[src/design/pepc_map.svh]
// Event indices, field positions, implemented mask and reset value for the event pin block
`ifndef PEPC_MAP_SVH
`define PEPC_MAP_SVH
// Event indices: 0 over current, 1 over power, 2 sag, 3 surge
`define PEPC_EV_CUR      0
`define PEPC_EV_POW      1
`define PEPC_EV_SAG      2
`define PEPC_EV_SWL      3
`define PEPC_NUM_EV      4
// Field base positions: 4-bit per-event groups (route and clear not in event order) and the manual bit
`define PEPC_TEST_LSB    0
`define PEPC_LATCH_LSB   4
`define PEPC_CLEAR_LSB   8
`define PEPC_MANUAL_BIT  14
`define PEPC_ROUTE_LSB   16
// Implemented bits of the register
`define PEPC_IMPL_MASK   32'h000f4fff
`define PEPC_CFG_RESET   32'h00000000
// Voltage threshold width
`define PEPC_VW          16
`endif

[src/design/pepc_pkg.sv]
// Types for the event pin block
package pepc_pkg;
  // Per-event vector, bit order by event index
  typedef logic [3:0] pepc_ev_t;
  // Register write request
  typedef struct packed {
    logic        wr;   // One-cycle write strobe
    logic [31:0] data; // Write data
  } pepc_wr_t;
  // Voltage monitor sample and limits
  typedef struct packed {
    logic        ready;       // Data-ready pulse
    logic [15:0] mean_sq;     // Trailing mean-square voltage
    logic [15:0] sag_limit;   // Below this sets sag
    logic [15:0] surge_limit; // Above this sets surge
  } pepc_volt_t;
endpackage

[src/design/pepc_event_cell.sv]
// One event flag with latch, clear and test forcing
`timescale 1ns/10ps
module pepc_event_cell (
  input  wire logic clock_i,
  input  wire logic rst_n_i,
  input  wire logic cond_i,  // Live condition
  input  wire logic test_i,  // Simulated event level
  input  wire logic latch_i, // Hold until cleared
  input  wire logic clear_i, // One-cycle clear pulse
  output logic      flag_o
);
  // State: the sticky part of the flag
  typedef struct packed {
    logic held;
  } pepc_cell_st_t;
  pepc_cell_st_t st_reg;
  pepc_cell_st_t st_next;
  logic          raw;

  // Raw event is real or simulated
  assign raw = cond_i | test_i;

  // Held part: a live event in the clear cycle wins over the clear
  always_comb begin
    st_next = st_reg;
    if (!latch_i) begin
      st_next.held = 1'b0;
    end else if (raw) begin
      st_next.held = 1'b1;
    end else if (clear_i) begin
      st_next.held = 1'b0;
    end
  end

  // State register
  always_ff @(posedge clock_i or negedge rst_n_i) begin
    if (!rst_n_i) begin
      st_reg <= '0;
    end else begin
      st_reg <= st_next;
    end
  end

  // Flag follows the raw event, plus held part when latching
  assign flag_o = raw | st_reg.held;

  cell_hold_a: assert property (@(posedge clock_i) disable iff (!rst_n_i)
    latch_i && raw ##1 latch_i && !clear_i |-> flag_o)
    else $error("Latched flag dropped without clear");
  cell_clear_a: assert property (@(posedge clock_i) disable iff (!rst_n_i)
    clear_i && latch_i && !raw ##1 !raw |-> !flag_o)
    else $error("Clear did not clear flag");
endmodule

[src/design/pepc_top.sv]
// Event_config register and event output pin control
`timescale 1ns/10ps
`include "pepc_map.svh"
module pepc_top (
  input  wire logic                 clock_i,
  input  wire logic                 rst_n_i,
  input  wire pepc_pkg::pepc_wr_t   cfg_wr_i,       // Register write from serial interface
  output logic [31:0]               cfg_rd_o,       // Register read-back
  input  wire pepc_pkg::pepc_volt_t volt_i,         // Voltage sample and limits
  input  wire logic                 over_current_i, // Over-current condition level
  input  wire logic                 over_power_i,   // Over-power condition level
  output logic                      event_pin_o,    // Event output pin
  output pepc_pkg::pepc_ev_t        flags_o         // Event flags
);
  // All state of this module
  typedef struct packed {
    logic [31:0] cfg; // Stored configuration, clears self-reset
    logic        pin; // Registered pin level
  } pepc_top_st_t;
  pepc_top_st_t       st_reg;
  pepc_top_st_t       st_next;
  pepc_pkg::pepc_ev_t cond;
  pepc_pkg::pepc_ev_t flags;
  pepc_pkg::pepc_ev_t route;
  pepc_pkg::pepc_ev_t clr;
  logic               sag_c;
  logic               surge_c;

  // Pull one 4-bit per-event field out of the register
  function automatic pepc_pkg::pepc_ev_t field4(input logic [31:0] r, input int lsb);
    field4 = r[lsb +: 4];
  endfunction

  // Route field holds sag, surge, current, power from its low bit up;
  // reorder into event index order so cells and pin logic share one map
  function automatic pepc_pkg::pepc_ev_t route_order(input pepc_pkg::pepc_ev_t f);
    route_order = {f[1], f[0], f[3], f[2]};
  endfunction

  // Clear field holds sag, surge, power, current from its low bit up
  function automatic pepc_pkg::pepc_ev_t clear_order(input pepc_pkg::pepc_ev_t f);
    clear_order = {f[1], f[0], f[2], f[3]};
  endfunction

  // Voltage condition detector
  pepc_volt_cmp u_cmp (
    .clock_i (clock_i),
    .rst_n_i (rst_n_i),
    .volt_i  (volt_i),
    .sag_o   (sag_c),
    .surge_o (surge_c)
  );

  assign cond  = {surge_c, sag_c, over_power_i, over_current_i};
  // Route and clear groups are not in event order; a plain slice would
  // steer the wrong event to the pin or clear the wrong flag
  assign route = route_order(field4(st_reg.cfg, `PEPC_ROUTE_LSB));
  assign clr   = clear_order(field4(st_reg.cfg, `PEPC_CLEAR_LSB));

  // One cell per event, steered by its test, latch and clear bits
  genvar gi;
  generate
    for (gi = 0; gi < `PEPC_NUM_EV; gi++) begin : g_ev
      pepc_event_cell u_cell (
        .clock_i (clock_i),
        .rst_n_i (rst_n_i),
        .cond_i  (cond[gi]),
        .test_i  (st_reg.cfg[`PEPC_TEST_LSB + gi]),
        .latch_i (st_reg.cfg[`PEPC_LATCH_LSB + gi]),
        .clear_i (clr[gi]),
        .flag_o  (flags[gi])
      );
    end
  endgenerate

  // Register update and pin level
  always_comb begin
    st_next = st_reg;
    // Clear bits last one cycle, then drop on their own
    st_next.cfg[`PEPC_CLEAR_LSB +: 4] = 4'h0;
    if (cfg_wr_i.wr) begin
      st_next.cfg = cfg_wr_i.data & `PEPC_IMPL_MASK;
    end
    // Pin is manual level OR routed flags, high active
    st_next.pin = st_reg.cfg[`PEPC_MANUAL_BIT] | (|(flags & route));
  end

  // State register
  always_ff @(posedge clock_i or negedge rst_n_i) begin
    if (!rst_n_i) begin
      st_reg <= '{cfg: `PEPC_CFG_RESET, pin: 1'b0};
    end else begin
      st_reg <= st_next;
    end
  end

  assign cfg_rd_o    = st_reg.cfg;
  assign event_pin_o = st_reg.pin;
  assign flags_o     = flags;

  // Pin tracks manual and routed flags one cycle later
  pin_or_a: assert property (@(posedge clock_i) disable iff (!rst_n_i)
    ##1 event_pin_o == $past(st_reg.cfg[14] | (|(flags & route))))
    else $error("Event pin not OR of manual and routed flags");

  // Manual level alone drives the pin high
  pin_manual_a: assert property (@(posedge clock_i) disable iff (!rst_n_i)
    st_reg.cfg[14] |=> event_pin_o)
    else $error("Manual high did not drive pin");

  // Over-current routed by bit 18
  cur_route_a: assert property (@(posedge clock_i) disable iff (!rst_n_i)
    flags[0] && st_reg.cfg[18] |=> event_pin_o)
    else $error("Routed over-current missing on pin");

  // Over-power routed by bit 19
  pow_route_a: assert property (@(posedge clock_i) disable iff (!rst_n_i)
    flags[1] && st_reg.cfg[19] |=> event_pin_o)
    else $error("Routed over-power missing on pin");

  // Sag routed by bit 16
  sag_route_a: assert property (@(posedge clock_i) disable iff (!rst_n_i)
    flags[2] && st_reg.cfg[16] |=> event_pin_o)
    else $error("Routed sag missing on pin");

  // Surge routed by bit 17
  swl_route_a: assert property (@(posedge clock_i) disable iff (!rst_n_i)
    flags[3] && st_reg.cfg[17] |=> event_pin_o)
    else $error("Routed surge missing on pin");

  // Nothing routed and manual low keeps the pin low
  unrouted_a: assert property (@(posedge clock_i) disable iff (!rst_n_i)
    !st_reg.cfg[14] && st_reg.cfg[19:16] == 4'h0 |=> !event_pin_o)
    else $error("Pin high with nothing routed");

  // Clear bits never outlive one cycle without a new write
  clr_self_a: assert property (@(posedge clock_i) disable iff (!rst_n_i)
    !cfg_wr_i.wr |=> st_reg.cfg[11:8] == 4'h0)
    else $error("Clear bits did not self-reset");

  // Unimplemented positions always read zero
  rsvd_zero_a: assert property (@(posedge clock_i) disable iff (!rst_n_i)
    (cfg_rd_o & ~32'h000f4fff) == 32'h00000000)
    else $error("Unimplemented bits read nonzero");

  // Written word lands masked one cycle later
  cfg_wr_a: assert property (@(posedge clock_i) disable iff (!rst_n_i)
    cfg_wr_i.wr |=> cfg_rd_o == ($past(cfg_wr_i.data) & `PEPC_IMPL_MASK))
    else $error("Written word not read back masked");

  // Over-current test bit forces its flag at once
  test_force_a: assert property (@(posedge clock_i) disable iff (!rst_n_i)
    st_reg.cfg[0] |-> flags[0])
    else $error("Test bit did not force over-current");

  // Clear pulse stands one cycle unless rewritten
  clr_ev_a: assert property (@(posedge clock_i) disable iff (!rst_n_i)
    cfg_wr_i.wr && cfg_wr_i.data[11] |=> st_reg.cfg[11] ##1 !st_reg.cfg[11] || $past(cfg_wr_i.wr))
    else $error("Over-current clear pulse malformed");

  // Over-current event: test, latch, follow, clear, set-wins, unrouted
  cur_test_a: assert property (@(posedge clock_i) disable iff (!rst_n_i)
    st_reg.cfg[0] |-> flags[0])
    else $error("Over-current test bit ignored");
  // Latched flag holds while no clear stands
  cur_hold_a: assert property (@(posedge clock_i) disable iff (!rst_n_i)
    st_reg.cfg[4] && flags[0] && !st_reg.cfg[11] ##1 st_reg.cfg[4] |-> flags[0])
    else $error("Latched over-current dropped");
  // Without latch the flag is the raw event
  cur_follow_a: assert property (@(posedge clock_i) disable iff (!rst_n_i)
    !st_reg.cfg[4] ##1 !st_reg.cfg[4] |-> flags[0] == (over_current_i | st_reg.cfg[0]))
    else $error("Unlatched over-current not following cause");
  // Clear with no cause empties the flag
  cur_clear_a: assert property (@(posedge clock_i) disable iff (!rst_n_i)
    st_reg.cfg[11] && !(over_current_i | st_reg.cfg[0])
    ##1 !(over_current_i | st_reg.cfg[0]) |-> !flags[0])
    else $error("Over-current clear ignored");
  // A live event in the clear cycle wins
  cur_wins_a: assert property (@(posedge clock_i) disable iff (!rst_n_i)
    st_reg.cfg[11] && st_reg.cfg[4] && (over_current_i | st_reg.cfg[0]) |=> flags[0])
    else $error("Over-current lost to clear");
  // Only this flag, unrouted, keeps the pin low
  cur_alone_a: assert property (@(posedge clock_i) disable iff (!rst_n_i)
    flags == 4'h1 && !st_reg.cfg[18] && !st_reg.cfg[14] |=> !event_pin_o)
    else $error("Unrouted over-current reached pin");

  // Over-power event: test, latch, follow, clear, set-wins, unrouted
  pow_test_a: assert property (@(posedge clock_i) disable iff (!rst_n_i)
    st_reg.cfg[1] |-> flags[1])
    else $error("Over-power test bit ignored");
  // Latched flag holds while no clear stands
  pow_hold_a: assert property (@(posedge clock_i) disable iff (!rst_n_i)
    st_reg.cfg[5] && flags[1] && !st_reg.cfg[10] ##1 st_reg.cfg[5] |-> flags[1])
    else $error("Latched over-power dropped");
  // Without latch the flag is the raw event
  pow_follow_a: assert property (@(posedge clock_i) disable iff (!rst_n_i)
    !st_reg.cfg[5] ##1 !st_reg.cfg[5] |-> flags[1] == (over_power_i | st_reg.cfg[1]))
    else $error("Unlatched over-power not following cause");
  // Clear with no cause empties the flag
  pow_clear_a: assert property (@(posedge clock_i) disable iff (!rst_n_i)
    st_reg.cfg[10] && !(over_power_i | st_reg.cfg[1])
    ##1 !(over_power_i | st_reg.cfg[1]) |-> !flags[1])
    else $error("Over-power clear ignored");
  // A live event in the clear cycle wins
  pow_wins_a: assert property (@(posedge clock_i) disable iff (!rst_n_i)
    st_reg.cfg[10] && st_reg.cfg[5] && (over_power_i | st_reg.cfg[1]) |=> flags[1])
    else $error("Over-power lost to clear");
  // Only this flag, unrouted, keeps the pin low
  pow_alone_a: assert property (@(posedge clock_i) disable iff (!rst_n_i)
    flags == 4'h2 && !st_reg.cfg[19] && !st_reg.cfg[14] |=> !event_pin_o)
    else $error("Unrouted over-power reached pin");

  // Sag event: test, latch, follow, clear, set-wins, unrouted
  sag_test_a: assert property (@(posedge clock_i) disable iff (!rst_n_i)
    st_reg.cfg[2] |-> flags[2])
    else $error("Sag test bit ignored");
  // Latched flag holds while no clear stands
  sag_hold_a: assert property (@(posedge clock_i) disable iff (!rst_n_i)
    st_reg.cfg[6] && flags[2] && !st_reg.cfg[8] ##1 st_reg.cfg[6] |-> flags[2])
    else $error("Latched sag dropped");
  // Without latch the flag is the raw event
  sag_follow_a: assert property (@(posedge clock_i) disable iff (!rst_n_i)
    !st_reg.cfg[6] ##1 !st_reg.cfg[6] |-> flags[2] == (sag_c | st_reg.cfg[2]))
    else $error("Unlatched sag not following cause");
  // Clear with no cause empties the flag
  sag_clear_a: assert property (@(posedge clock_i) disable iff (!rst_n_i)
    st_reg.cfg[8] && !(sag_c | st_reg.cfg[2]) ##1 !(sag_c | st_reg.cfg[2]) |-> !flags[2])
    else $error("Sag clear ignored");
  // A live event in the clear cycle wins
  sag_wins_a: assert property (@(posedge clock_i) disable iff (!rst_n_i)
    st_reg.cfg[8] && st_reg.cfg[6] && (sag_c | st_reg.cfg[2]) |=> flags[2])
    else $error("Sag lost to clear");
  // Only this flag, unrouted, keeps the pin low
  sag_alone_a: assert property (@(posedge clock_i) disable iff (!rst_n_i)
    flags == 4'h4 && !st_reg.cfg[16] && !st_reg.cfg[14] |=> !event_pin_o)
    else $error("Unrouted sag reached pin");

  // Surge event: test, latch, follow, clear, set-wins, unrouted
  swl_test_a: assert property (@(posedge clock_i) disable iff (!rst_n_i)
    st_reg.cfg[3] |-> flags[3])
    else $error("Surge test bit ignored");
  // Latched flag holds while no clear stands
  swl_hold_a: assert property (@(posedge clock_i) disable iff (!rst_n_i)
    st_reg.cfg[7] && flags[3] && !st_reg.cfg[9] ##1 st_reg.cfg[7] |-> flags[3])
    else $error("Latched surge dropped");
  // Without latch the flag is the raw event
  swl_follow_a: assert property (@(posedge clock_i) disable iff (!rst_n_i)
    !st_reg.cfg[7] ##1 !st_reg.cfg[7] |-> flags[3] == (surge_c | st_reg.cfg[3]))
    else $error("Unlatched surge not following cause");
  // Clear with no cause empties the flag
  swl_clear_a: assert property (@(posedge clock_i) disable iff (!rst_n_i)
    st_reg.cfg[9] && !(surge_c | st_reg.cfg[3]) ##1 !(surge_c | st_reg.cfg[3]) |-> !flags[3])
    else $error("Surge clear ignored");
  // A live event in the clear cycle wins
  swl_wins_a: assert property (@(posedge clock_i) disable iff (!rst_n_i)
    st_reg.cfg[9] && st_reg.cfg[7] && (surge_c | st_reg.cfg[3]) |=> flags[3])
    else $error("Surge lost to clear");
  // Only this flag, unrouted, keeps the pin low
  swl_alone_a: assert property (@(posedge clock_i) disable iff (!rst_n_i)
    flags == 4'h8 && !st_reg.cfg[17] && !st_reg.cfg[14] |=> !event_pin_o)
    else $error("Unrouted surge reached pin");

  // Latched over-current outliving its cause
  cov_latch_c: cover property (@(posedge clock_i) disable iff (!rst_n_i)
    st_reg.cfg[4] && flags[0] && !over_current_i);

  // Clear pulse emptying the over-current flag
  cov_clear_c: cover property (@(posedge clock_i) disable iff (!rst_n_i)
    st_reg.cfg[11] ##1 !flags[0]);

  // Pin rising edge
  cov_pin_c: cover property (@(posedge clock_i) disable iff (!rst_n_i)
    !event_pin_o ##1 event_pin_o);

  // Routed sag seen
  cov_sag_c: cover property (@(posedge clock_i) disable iff (!rst_n_i)
    flags[2] && st_reg.cfg[16]);
endmodule

[src/design/pepc_volt_cmp.sv]
// Voltage sag and surge comparator sampled at each data-ready
`timescale 1ns/10ps
`include "pepc_map.svh"
module pepc_volt_cmp (
  input  wire logic                clock_i,
  input  wire logic                rst_n_i,
  input  wire pepc_pkg::pepc_volt_t volt_i,
  output logic                     sag_o,
  output logic                     surge_o
);
  // State: both conditions held between data-ready pulses
  typedef struct packed {
    logic sag;
    logic surge;
  } pepc_cmp_st_t;
  pepc_cmp_st_t st_reg;
  pepc_cmp_st_t st_next;

  // Compare only on data ready, otherwise hold
  always_comb begin
    st_next = st_reg;
    if (volt_i.ready) begin
      st_next.sag   = volt_i.mean_sq < volt_i.sag_limit;
      st_next.surge = volt_i.mean_sq > volt_i.surge_limit;
    end
  end

  // State register
  always_ff @(posedge clock_i or negedge rst_n_i) begin
    if (!rst_n_i) begin
      st_reg <= '0;
    end else begin
      st_reg <= st_next;
    end
  end

  assign sag_o   = st_reg.sag;
  assign surge_o = st_reg.surge;

  cmp_sag_a: assert property (@(posedge clock_i) disable iff (!rst_n_i)
    volt_i.ready |=> sag_o == $past(volt_i.mean_sq < volt_i.sag_limit))
    else $error("Sag flag wrong after data ready");
  cmp_hold_a: assert property (@(posedge clock_i) disable iff (!rst_n_i)
    !volt_i.ready |=> $stable(surge_o) && $stable(sag_o))
    else $error("Condition changed without data ready");
endmodule

[config.mk]
export PLATFORM = sky130hd
export DESIGN_NAME = pepc_top
export DESIGN_NICKNAME = d
export VERILOG_FILES = /design/src/design/pepc_pkg.sv /design/src/design/pepc_event_cell.sv /design/src/design/pepc_top.sv /design/src/design/pepc_volt_cmp.sv
export VERILOG_INCLUDE_DIRS = /design/src /design/src/design
export SDC_FILE = /design/constraint.sdc
export NUM_CORES = 1
export LEC_CHECK = 0
export BUFFER_PORTS_ARGS = -buffer_cell sky130_fd_sc_hd__buf_2
export CAP_MARGIN = 15
export CORE_ASPECT_RATIO = 1.5
export CORE_UTILIZATION = 30
export DETAILED_ROUTE_END_ITERATION = 8
export PLACE_DENSITY = 0.62
export SLEW_MARGIN = 20
export SYNTH_ARGS = -nofsm -noshare
export SYNTH_HDL_FRONTEND = slang
export SYNTH_SLANG_ARGS = --single-unit
[constraint.sdc]
create_clock -name clock_i -period 2.48 [get_ports clock_i]
set_input_delay 0.248 -clock clock_i [delete_from_list [all_inputs] [get_ports clock_i]]
set_output_delay 0.248 -clock clock_i [all_outputs]
set_load 0.005 [all_outputs]
# Yosys cells after proc, flatten, opt, wreduce, memory -nomap -nowiden
# Cells that the tools add are included.
# classes
addsub,0
multipliers,0
div,0
magnitude_cmp,2
n_eq_ne,4
shifts,0
mux,13
bitwise_logic,10
reduce_logical,1
# ops
operator,count
> comparator 16 bit,1
less-than comparator 16 bit,1
two-way mux 1 bit,12
two-way mux 12 bit,1
"!= test 3 x 1 -> 1 bit, second input constant",4
OR 1 bit,9
AND 4 bit,1
OR reduction 4 bit,1
# word_totals
regBits,24
latch_bits,0
mem_bits_rw,0
rom_bits,0
output_inout_bits,37
wordCells,39
n_memories,0

# Depth between registers and ports, before layout
# depth
depth_word,5
mapped_depth,7
depth_no_buf,7

# Cells and area by module
# From an unflattened synthesis, not the netlist that was laid out.
# hier_totals
hier_cells,187
area_unflattened_um2,1850.5
# modules_own_cells
module,instances,cells_each,area_each_um2
pepc_volt_cmp,1,115,849.6
pepc_top,1,56,815.8
pepc_event_cell,4,4,46.3

# Worst setup path after synthesis
# No wires, ideal clock.
# synth_path
kind,input-to-reg
startpoint,input volt_i[15] in the netlist's numbering
endpoint,"register u_cmp.st_reg, in the netlist u_cmp.surge_o"
setup_ns,0.123
arrival_ns,1.505
t_required_ns,2.357
slack_ns,0.853
cell_stages,7
path_buffers,0
cell_sequence,inv_1 -> ha_1 -> nand4_2 -> nor2_1 -> nand3_1 -> or4_1 -> o221a_1
# synth_between
elab_chain_cells,1
# synth_rtl
element,line_no,rtl
"start, declared",pepc_top.sv:9,"input wire pepc_pkg::pepc_volt_t volt_i,"
> comparator 16 bit,pepc_volt_cmp.sv:24,st_next.surge = volt_i.mean_sq > volt_i.surge_limit;
"end signal, assigned",pepc_volt_cmp.sv:33,st_reg <= st_next;
"end, declared",pepc_volt_cmp.sv:16,pepc_cmp_st_t st_reg;
# No other way between the ends.
# A chain may end at the register's enable or synchronous reset.

# Worst setup path in the final report
# layout_path
startpoint,input volt_i[47] in the netlist's numbering
endpoint,"register u_cmp.st_reg, in the netlist u_cmp.surge_o"
# The elaborated chain is that of the path after synthesis.

==> results.tsv <==
stage	metric	value	unit
setup_path	worstReg2RegStart	cfg_rd_o[0]$_DFFE_PN0P_	
routing	route.vias.total	1607	
synthesis	ys_ff_latch	24	
setup_path	cp.arrival	1.75	ns
routing	drt_wl_total	4.05	mm
timing	max_freq	624	MHz
setup_path	ff2ff_path_depth	3	
setup_path	crit_path_max_fanout	3	
setup_path	crit_required	2.63	ns
timing	clock-skew-final	0.00134	ns
setup_path	worstSetupPathType	input port to flip-flop	
final_layout	n_antenna_cell	0	
global_routing	grt.total_usage	0.128	
timing	drv_slew	0	
synthesis	ys_types	31	
clock_tree	htreeDepth	1	
timing	holdWs	0.202	ns
placement	hpwl	3.63	mm
clock_tree	hold_buffers	1	
power_and_ir_drop	p_leak	1.31	nW
placement	place_congestion	0.772	
timing	final-hold-violation-count	0	
floorplanning	ios	123	
global_routing	grt_max_degree	25	
routing	drtAntennaViolNets	0	
routing	dr.pass1.iters	4	
clock_tree	cts-root-buf	clkbuf_8	
setup_path	timing.rr.end	event_pin_o$_DFF_PN0_	
final_layout	layout.nets	399	
synthesis	netlist_instances	203	
floorplanning	core	6170	um2
timing	fin_setup_tns	0	ns
run_status	status	finished clean	
power_and_ir_drop	powerDensity	447	nW/um2
timing	rsz0062_at_grt	no	
placement	place.port_buffers	92	
global_routing	first_global_vias	1566	
clock_tree	postCtsSetupBuffers	0	
timing	timing.final.crit_share	0.646	
clock_tree	cts_made_buffers	3	
synthesis	synth_area	1920	um2
placement	place_ws	0.559	ns
floorplanning	die_x	67.3	um
worst_hold_path	worstHoldStart	cfg_wr_i[8]	
setup_path	worst_setup_path_end_kind	flip-flop	
clock_tree	cts_tree	done	
run	maxCapViolations	0	
timing	relSlewSlack	0.649	
routing	vias_per_cell	4.53	
final_layout	drive_gt1_frac	0.391	
final_layout	area_delta_synth_final	23.2	%
clock_tree	path_clk_slew	0.08	ns
timing	max_slew.worst_pin.slew	0.527	ns
worst_hold_path	min_to	cfg_rd_o[8]$_DFF_PN0_	
final_layout	largest_register_ffs	17	
routing	route.detailed.drc	0	
global_routing	antenna_found_initial	0	
setup_path	rrSetupSlack	1.10	ns
final_layout	multi_input_area	1000	um2
worst_hold_path	hold_depth	2	
floorplanning	die_y	100	um
floorplanning	dieArea	6730	um2
clock_tree	numClockSinks	24	
floorplanning	start_util	0.311	
routing	wl_per_cell	11.4	um
setup_path	start_kind	input port	
timing	worst_slack	0.877	ns
final_layout	stdcell_count	355	
clock_tree	clk_latency	0.26	ns
placement	dp_cells	350	
timing	setup_viol	0	
global_routing	grt-ovfl-total	0	
floorplanning	fp-row-count	35	
worst_hold_path	hold_class	input port to flip-flop	
synthesis	avgSynthCellArea	9.46	um2
clock_tree	clock_path_buffers	2	
final_layout	fillers	634	
power_and_ir_drop	peakVddDrop	275	uV
final_layout	regArea	601	um2
timing	period_needed	1.60	ns
synthesis	seq_area_frac_synth	0.313	
global_routing	grt_first_pass_wirelength	6.74	mm
synthesis	yosysWarnings	0	
routing	drt-initial-drc-count	57	
clock_tree	cts_resized	0	
cell families (layout without fill, tap and decap cells):
family,count (synthesis),in the layout,share of synthesized area
adders and majority gates,31,31,0.202
other,1,15,0.00195
AOI/OAI and AO/OA,28,28,0.100
muxes,13,13,0.0762
DFF,24,24,0.313
and+or+nand+nor,39,39,0.115
buffers and inverters,67,131,0.192
stage by stage:
| step | utilization | power [W] | area [um2] |
|---|---|---|---|
| 4_1_cts | 0.383 | 0.00108 | 2370 |
| 2_1_floorplan | - | 0.000650 | 1970 |
| 3_5_place_dp | 0.370 | 0.000739 | 2280 |
| 3_3_place_gp | 0.370 | 0.000730 | 2280 |
| 6_report | 0.383 | 0.00106 | 2370 |
| 5_1_grt | 0.383 | 0.00114 | 2370 |
cell type report:
type	count	share of cell area
clock buffers	3	0.0175
clock inverters	1	0.0127
inverters	34	0.0539
multi-input cells	126	0.424
flip-flops and latches	24	0.254
well taps	74	0.0391
repair buffers	93	0.199
power by group:
part | total [W] | internal, W | switching, W | leakage, nW
logic | 0.000271 | 0.000145 | 0.000126 | 0.988
registers | 0.000456 | 0.000430 | 0.0000264 | 0.285
clock network | 0.000331 | 0.000215 | 0.000116 | 0.0357
total | 0.00106 | 0.000789 | 0.000269 | 1.31
critical path, stage by stage:
cell and delay [ns]:
buf_2 0.12, ha_1 0.30, nand4_2 0.13, nor2_1 0.12
nand3_1 0.16, or4_1 0.54, o221a_1 0.13
layout by cell type (no fill, tap or decap), drive strengths merged, types with 2 or more instances in the layout:
cell	netlist	routed
nor3	2	2
o21ai	3	3
mux2	13	13
nand2	6	6
inv	34	34
clkbuf	0	3
o211ai	3	3
dfrtp	24	24
a2111oi	2	2
buf	33	92
or3	5	5
o31a	4	4
ha	31	31
nor2b	6	6
nand3	3	3
and2	4	4
nand4	5	5
a21oi	10	10
nor2	5	5
conb	1	15
worst max-delay path by stage:
stage / from / end / slack [ns] / cells after the start
floorplan: volt_i[15] / u_cmp.surge_o$_DFFE_PN0P_ / 0.85 / 7
finish: volt_i[47] / u_cmp.surge_o$_DFFE_PN0P_ / 0.88 / 7
global placement: volt_i[43] / u_cmp.sag_o$_DFFE_PN0P_ / 0.53 / 6
global route: volt_i[23] / u_cmp.sag_o$_DFFE_PN0P_ / 0.75 / 8
CTS: volt_i[43] / u_cmp.sag_o$_DFFE_PN0P_ / 0.83 / 6
detailed placement: volt_i[43] / u_cmp.sag_o$_DFFE_PN0P_ / 0.56 / 6
cell usage after synthesis:
master | instances | share of area
and3_1 | 1 | 0.0033
nor2b_1 | 6 | 0.020
buf_4 | 31 | 0.12
o32ai_1 | 1 | 0.0046
nand4_1 | 4 | 0.013
dfrtp_1 | 24 | 0.31
nand2_1 | 6 | 0.012
o221a_1 | 1 | 0.0059
o211ai_1 | 3 | 0.012
buf_2 | 1 | 0.0026
o21ai_0 | 3 | 0.0078
o31a_1 | 4 | 0.018
and2_1 | 4 | 0.013
nor3_1 | 2 | 0.0052
a21oi_1 | 10 | 0.026
a221oi_1 | 1 | 0.0046
nand4_2 | 1 | 0.0065
nor2_1 | 5 | 0.0098
nor4b_1 | 1 | 0.0046
nand3_1 | 3 | 0.0078
mux2_2 | 13 | 0.076
conb_1 | 1 | 0.0020
a222oi_1 | 1 | 0.0052
inv_1 | 34 | 0.066
buf_1 | 1 | 0.0020
a31oi_1 | 1 | 0.0033
a211oi_1 | 1 | 0.0039
or4_1 | 1 | 0.0039
ha_1 | 31 | 0.20
or3_1 | 5 | 0.016
a2111oi_0 | 2 | 0.0091
per-layer routing:
| layer | routed length, um | vias up | track usage |
|---|---|---|---|
| met4 | 22 | 0 | 0.0295 |
| met1 | 1570 | 727 | 0.143 |
| met5 | 0 | - | 0 |
| met2 | 2210 | 71 | 0.245 |
| met3 | 257 | 2 | 0.0136 |
| li1 | - | 807 | - |
(Power assumes the default switching activity.)
